<file path="src/rtl/crs_pkg.sv">
// crs_pkg: shared constants and types for the role-select and write-strobe block
// assumes a single 10 MHz system clock and synchronous active-high reset
package crs_pkg;
  localparam int unsigned CRS_DATA_W = 16; // host data bus width
  localparam int unsigned CRS_SYNC_STAGES = 2; // synchroniser depth on pins
  localparam logic CRS_ROLE_MASTER = 1'b1; // role code for master drive
  localparam logic CRS_ROLE_SLAVE = 1'b0; // role code for slave drive
  localparam logic CRS_STROBE_IDLE = 1'b1; // negated level of the active-low strobe
  localparam logic [1:0] CRS_LATCH_DELAY = 2'h2; // wait count that ends the delay after release; role is caught the cycle after

  // operating mode as seen by this block
  typedef enum logic [1:0]
  {
    CRS_MODE_MEM,
    CRS_MODE_IO,
    CRS_MODE_IDE
  } crs_mode_t;

  // role latch sequencer
  typedef enum logic [1:0]
  {
    CRS_RL_WAIT,
    CRS_RL_SAMPLE,
    CRS_RL_HELD
  } crs_rl_state_t;
endpackage

</file>
<file path="src/rtl/crs_pin_if.sv">
// crs_pin_if: synchronised pin levels passed from the synchroniser to the core
// assumes both ends run on the one system clock
`timescale 1ns/1ns
interface crs_pin_if;
  logic wr_strobe_n; // synchronised active-low write strobe
  logic role_sel_n; // synchronised role-select pin, low means grounded
  modport src (output wr_strobe_n, output role_sel_n);
  modport dst (input wr_strobe_n, input role_sel_n);
endinterface

</file>
<file path="src/rtl/crs_top.sv">
// crs_top: role selection and host write-strobe handling for the card interface
// assumes host pins are asynchronous and data is stable around the strobe's rising edge
`timescale 1ns/1ns
module crs_top
  import crs_pkg::*;
#(
  parameter int unsigned DATA_W = CRS_DATA_W
)
(
  input wire logic sys_clk_in,
  input wire logic srst_in,
  input wire crs_mode_t mode_in,
  input wire logic udma_active_in,
  input wire logic wr_strobe_n_in,
  input wire logic role_sel_n_in,
  input wire logic [DATA_W-1:0] host_data_in,
  output logic is_master_out,
  output logic role_valid_out,
  output logic [DATA_W-1:0] wr_data_out,
  output logic wr_valid_out,
  output logic burst_stop_out
);
  crs_pin_if pins (); // synchronised pin levels

  crs_pin_sync u_sync
  (
    .sys_clk_in(sys_clk_in),
    .srst_in(srst_in),
    .wr_strobe_n_pin_in(wr_strobe_n_in),
    .role_sel_n_pin_in(role_sel_n_in),
    .pins(pins)
  );

  // data pins pass two stages too, aligned with the strobe synchroniser
  logic [DATA_W-1:0] data_s1_ff;
  logic [DATA_W-1:0] data_s2_ff;
  logic [DATA_W-1:0] nxt_data_s1;
  logic [DATA_W-1:0] nxt_data_s2;
  logic strobe_prev_ff; // last synchronised strobe level
  logic nxt_strobe_prev;

  // role latch state
  crs_rl_state_t rl_state_ff;
  crs_rl_state_t nxt_rl_state;
  logic [1:0] rl_cnt_ff; // settle delay after reset release
  logic [1:0] nxt_rl_cnt;
  logic is_master_ff;
  logic nxt_is_master;
  logic role_valid_ff;
  logic nxt_role_valid;

  // strobe outputs
  logic [DATA_W-1:0] wr_data_ff;
  logic [DATA_W-1:0] nxt_wr_data;
  logic wr_valid_ff;
  logic nxt_wr_valid;
  logic burst_stop_ff;
  logic nxt_burst_stop;
  logic stop_held_ff; // strobe went low as a stop request and has not risen yet
  logic nxt_stop_held;

  logic strobe_rise; // trailing edge of the active-low strobe
  logic strobe_fall; // leading edge, asserting the strobe
  logic burst_on; // IDE mode with a burst running

  // edge detect reads only the second synchroniser stage
  always_comb
  begin
    strobe_rise = (strobe_prev_ff == 1'b0) && (pins.wr_strobe_n == CRS_STROBE_IDLE);
    strobe_fall = (strobe_prev_ff == CRS_STROBE_IDLE) && (pins.wr_strobe_n == 1'b0);
    burst_on = (mode_in == CRS_MODE_IDE) && udma_active_in;
  end

  // data and strobe history pipeline
  always_comb
  begin
    if (srst_in)
    begin
      nxt_data_s1 = '0;
      nxt_data_s2 = '0;
      nxt_strobe_prev = CRS_STROBE_IDLE;
    end
    else
    begin
      nxt_data_s1 = host_data_in;
      nxt_data_s2 = data_s1_ff;
      nxt_strobe_prev = pins.wr_strobe_n;
    end
  end

  always_ff @(posedge sys_clk_in)
  begin
    data_s1_ff <= nxt_data_s1;
    data_s2_ff <= nxt_data_s2;
    strobe_prev_ff <= nxt_strobe_prev;
  end

  // role latch: waits for the synchroniser to fill, samples once, then holds
  // the role is a strap, so it is not re-read later even if the pin moves
  always_comb
  begin
    nxt_rl_state = rl_state_ff;
    nxt_rl_cnt = rl_cnt_ff;
    nxt_is_master = is_master_ff;
    nxt_role_valid = role_valid_ff;
    if (srst_in)
    begin
      nxt_rl_state = CRS_RL_WAIT;
      nxt_rl_cnt = '0;
      nxt_is_master = CRS_ROLE_SLAVE;
      nxt_role_valid = 1'b0;
    end
    else
    begin
      unique case (rl_state_ff)
        CRS_RL_WAIT:
        begin
          nxt_rl_cnt = rl_cnt_ff + 2'h1;
          if (rl_cnt_ff == CRS_LATCH_DELAY)
          begin
            nxt_rl_state = CRS_RL_SAMPLE;
          end
        end
        CRS_RL_SAMPLE:
        begin
          nxt_rl_state = CRS_RL_HELD;
          nxt_role_valid = 1'b1;
          if (mode_in == CRS_MODE_IDE)
          begin
            // pull-up makes an open pin read high
            if (pins.role_sel_n == 1'b0)
            begin
              nxt_is_master = CRS_ROLE_MASTER;
            end
            else
            begin
              nxt_is_master = CRS_ROLE_SLAVE;
            end
          end
          else
          begin
            nxt_is_master = CRS_ROLE_SLAVE;
          end
        end
        CRS_RL_HELD:
        begin
          nxt_rl_state = CRS_RL_HELD;
        end
        default:
        begin
          nxt_rl_state = CRS_RL_WAIT;
        end
      endcase
    end
  end

  always_ff @(posedge sys_clk_in)
  begin
    rl_state_ff <= nxt_rl_state;
    rl_cnt_ff <= nxt_rl_cnt;
    is_master_ff <= nxt_is_master;
    role_valid_ff <= nxt_role_valid;
  end

  // write strobe: capture on trailing edge, or stop request while a burst runs
  // a stop that outlives its burst must not turn into a write when released
  always_comb
  begin
    nxt_wr_data = wr_data_ff;
    nxt_wr_valid = 1'b0;
    nxt_burst_stop = 1'b0;
    nxt_stop_held = stop_held_ff;
    if (srst_in)
    begin
      nxt_wr_data = '0;
      nxt_stop_held = 1'b0;
    end
    else if (burst_on)
    begin
      // strobe carries no data here; its assertion ends the burst
      nxt_burst_stop = strobe_fall;
      if (strobe_fall)
      begin
        nxt_stop_held = 1'b1;
      end
      else if (strobe_rise)
      begin
        nxt_stop_held = 1'b0;
      end
    end
    else if ((mode_in == CRS_MODE_IO) || (mode_in == CRS_MODE_IDE))
    begin
      if (strobe_rise)
      begin
        nxt_stop_held = 1'b0;
        // trailing edge of a stop request whose burst already ended has no data
        if (!stop_held_ff)
        begin
          nxt_wr_data = data_s2_ff;
          nxt_wr_valid = 1'b1;
        end
      end
    end
    else if (strobe_rise)
    begin
      // memory mode: no write, but a stale stop is dropped so it cannot eat a later one
      nxt_stop_held = 1'b0;
    end
  end

  always_ff @(posedge sys_clk_in)
  begin
    wr_data_ff <= nxt_wr_data;
    wr_valid_ff <= nxt_wr_valid;
    burst_stop_ff <= nxt_burst_stop;
    stop_held_ff <= nxt_stop_held;
  end

  assign is_master_out = is_master_ff;
  assign role_valid_out = role_valid_ff;
  assign wr_data_out = wr_data_ff;
  assign wr_valid_out = wr_valid_ff;
  assign burst_stop_out = burst_stop_ff;
endmodule

</file>
<file path="src/rtl/crs_pin_sync.sv">
// crs_pin_sync: two-flop synchronisers for the asynchronous strobe and role-select host pins
// assumes pins change freely relative to sys_clk_in
`timescale 1ns/1ns
module crs_pin_sync
  import crs_pkg::*;
(
  input wire logic sys_clk_in,
  input wire logic srst_in,
  input wire logic wr_strobe_n_pin_in,
  input wire logic role_sel_n_pin_in,
  crs_pin_if.src pins
);
  logic [1:0] wr_sync_ff; // stage 0 is read only by stage 1
  logic [1:0] role_sync_ff;
  logic [1:0] nxt_wr_sync;
  logic [1:0] nxt_role_sync;

  // shift pins through two stages; reset to idle-high so no false edge
  always_comb
  begin
    if (srst_in)
    begin
      nxt_wr_sync = {2{CRS_STROBE_IDLE}};
      nxt_role_sync = 2'h3;
    end
    else
    begin
      nxt_wr_sync = {wr_sync_ff[0], wr_strobe_n_pin_in};
      nxt_role_sync = {role_sync_ff[0], role_sel_n_pin_in};
    end
  end

  // registers only
  always_ff @(posedge sys_clk_in)
  begin
    wr_sync_ff <= nxt_wr_sync;
    role_sync_ff <= nxt_role_sync;
  end

  assign pins.wr_strobe_n = wr_sync_ff[1];
  assign pins.role_sel_n = role_sync_ff[1];
endmodule

</file>
<file path="config.mk">
export PLATFORM = sky130hd
export DESIGN_NAME = crs_top
export DESIGN_NICKNAME = d
export VERILOG_FILES = /design/src/rtl/crs_pkg.sv /design/src/rtl/crs_pin_if.sv /design/src/rtl/crs_top.sv /design/src/rtl/crs_pin_sync.sv
export SDC_FILE = /design/constraint.sdc
export NUM_CORES = 1
export LEC_CHECK = 0
export ABC_CLOCK_PERIOD_IN_PS = 3030
export BUFFER_PORTS_ARGS = -buffer_cell sky130_fd_sc_hd__buf_2
export CORE_ASPECT_RATIO = 1.1
export CORE_MARGIN = 4
export CORE_UTILIZATION = 50
export CTS_CLUSTER_SIZE = 30
export DETAILED_ROUTE_END_ITERATION = 10
export PLACE_DENSITY = 0.84
export SLEW_MARGIN = 20
export SYNTH_ARGS = -nofsm -noshare
export SYNTH_HDL_FRONTEND = slang
export SYNTH_HIERARCHICAL = 1
export SYNTH_SLANG_ARGS = --single-unit
</file>
<file path="constraint.sdc">
create_clock -name sys_clk_in -period 3.03 [get_ports sys_clk_in]
set_input_delay 0.303 -clock sys_clk_in [delete_from_list [all_inputs] [get_ports sys_clk_in]]
set_output_delay 0.303 -clock sys_clk_in [all_outputs]
set_load 0.005 [all_outputs]
</file>
==> flow_summary.ini <==
[floorplan]
chipWidth_um = 69.9
initial_core_util_pct = 52.4
ios = 43
row_count = 24
fp.dieH_um = 76.1
die-area_um2 = 5320
core_region_area_um2 = 4020

[detailed_routing]
routedWlPerCell_um = 10.7
drcViolationCount = 0
drt_first_iter_violations = 58
vias_per_cell = 4.36
dr_total_vias = 1251
routed_wl_um = 3070
drt_first_pass_iters = 4
final_antenna_net_count = 0

[clock_network]
ctsResizeCount = 0
cts_sinks = 62
htreeDepth = 3
path_clk_slew_ns = 0.06
post_cts_buffers = 0
clk_latency_ns = 0.32
cts_hold_buf = 0
cts_tree = done
numCtsBuffers = 9
root_buffer = clkbuf_8
cts.path.max_buffers = 2

[timing]
max-slew-margin-rel_pct = 60.2
period_needed_ns = 1.38
clock_skew_ns = 0.00669
worstMarginPinSlew_ns = 0.597
fmax_ghz = 0.726
fin_tns_setup_ns = 0
finalCritPeriodShare_pct = 45.5
slew_violations = 0
rsz0062_at_grt = no
setup_viol = 0
hold_viol_final = 0

[grt]
grtUsageTotal_pct = 12.9
grt_pass1_vias = 1179
grt_overflow_total = 0
antenna_found_initial = 0
grt_max_degree = 78
grt_pass1_wl_um = 5310

[min_path]
worstHoldPathType = input port to register

[layout]
mostFrequentLayoutCell = dfxtp_1
antenna_cells = 0
fin_area_um2 = 2580
mostFrequentLayoutCells = dfxtp_1, buf_2, nand2b_1, nor2b_1, mux2i_1
fin_nets = 259
drive_gt1_share_pct = 25.1
area_delta_synth_final_pct = 22.6

[logic_synthesis]
synthCells = 186
synth_cell_types = 18
avgSynthCellArea_um2 = 11.3
synth_area_um2 = 2110
synth_fp_nets = 214
yosysSeqAreaShare_pct = 58.9
yosysWarnings = 6
ys_seq_elements = 62

[power]
powerDensity_nw_per_um2 = 753
leakagePower_nw = 1.08
irDropWorstVdd_uv = 576

[place]
hpwl_um = 2020
gp_congestion = 0.664
dpl_cell_area_um2 = 2350
port_buffers = 42

[worst_setup_path]
worst-endpoint-required_ns = 3.28
start_kind = register
path_cells = nand2b_4, a2111oi_4, buf_4, mux2i_1
critical_path_arrival_ns = 1.62
end_kind = register
max_stage_delay_ns = 0.40
cp_slowest_cell = dfxtp_1
worstPathMaxFanout = 17
path_class = register to register

[run]
cap_violations = 0

[run_status]
status = complete, no violations
[synth_stat cells]
| library cell | number | area (µm²) |
|---|---|---|
| or2_1 | 5 | 31.3 |
| nor2b_1 | 33 | 206 |
| nand3_1 | 1 | 5.00 |
| a2111oi_4 | 1 | 27.5 |
| ha_1 | 5 | 62.6 |
| nand3b_1 | 1 | 7.51 |
| dfxtp_1 | 62 | 1240 |
| clkbuf_1 | 8 | 30.0 |
| inv_1 | 4 | 15.0 |
| nor2_1 | 8 | 30.0 |
| xnor2_1 | 1 | 8.76 |
| mux2i_1 | 18 | 180 |
| a21oi_1 | 1 | 5.00 |
| a211oi_1 | 1 | 7.51 |
| a2bb2oi_1 | 1 | 8.76 |
| nand2b_4 | 1 | 13.8 |
| nand2b_1 | 34 | 213 |
| buf_8 | 1 | 15.0 |
[power by group]
| group | leakage, nW | internal, mW | switching (mW) |
|---|---|---|---|
| clock network | 0.119 | 0.563 | 0.281 |
| logic | 0.454 | 0.107 | 0.106 |
| registers | 0.509 | 0.868 | 0.0224 |
[worst max-delay path: cells and delay by family, from the launching register on]
| family | cells | cell delay, ns |
|---|---|---|
| buffers and inverters | 1 | 0.34 |
| AO/OA/AOI/OAI | 1 | 0.26 |
| flip-flops | 1 | 0.40 |
| multiplexers | 1 | 0.22 |
| AND/OR/NAND/NOR | 1 | 0.08 |
[logic make-up (layout without fill, tap and decap cells)]
logic type / Yosys count / in the layout / synth area share (%)
AO/OA/AOI/OAI: 4 / 4 / 2.31
adder cells (fa/ha/maj): 5 / 5 / 2.97
buffers and inverters: 13 / 62 / 2.85
multiplexers: 18 / 18 / 8.55
AND/OR/NAND/NOR: 83 / 83 / 24.0
XOR/XNOR: 1 / 1 / 0.416
flip-flops: 62 / 62 / 58.9
[state kept, by name, summed over array words and instances, names as in the netlist]
register,count
u_sync/wr_sync_ff,2
rl_state_ff,2
burst_stop_out,1
strobe_prev_ff,1
is_master_out,1
stop_held_ff,1
wr_valid_out,1
data_s1_ff,16
wr_data_out,16
rl_cnt_ff,2
u_sync/role_sync_ff,2
data_s2_ff,16
role_valid_out,1
[worst paths after layout]
path	startpoint	endpoint	slack [ns]	cells past startpoint
worst max-delay path	u_sync/wr_sync_ff[1]	wr_data_out[9]	1.65	4
worst min-delay path	role_sel_n_in	u_sync/role_sync_ff[0]	0.16	2
worst max register to register	u_sync/wr_sync_ff[1]	wr_data_out[9]	1.65	4
worst min register to register	u_sync/role_sync_ff[0]	u_sync/role_sync_ff[1]	0.40	1
[metal layers]
metal	track usage (%)	wire length, µm
met1	14.7	1430
met2	19.3	1370
met3	4.88	201
met4	9.77	65
met5	0	0
[layout make-up]
cell class / count / area [µm²]
Clock buffer: 11 / 141
Timing Repair Buffer: 43 / 220
Fill cell: 328 / 1440
Multi-Input combinational cell: 111 / 807
Clock inverter: 4 / 95.1
Sequential cell: 62 / 1240
Inverter: 4 / 15.0
Tap cell: 52 / 65.1
[stage by stage]
step	std cells	setup slack [ns]	hold slack (ns)	total power [mW]	utilization, %
global placement	272	1.39	0.386	1.10	58.3
detailed placement	272	1.34	0.392	1.12	58.3
CTS	287	1.64	0.139	1.97	64.2
global route	287	1.56	0.147	2.03	64.2
finish	287	1.65	0.157	1.95	64.2
floorplan	186	1.30	0.383	1.07	-
Power figures use the tool's default switching activity.
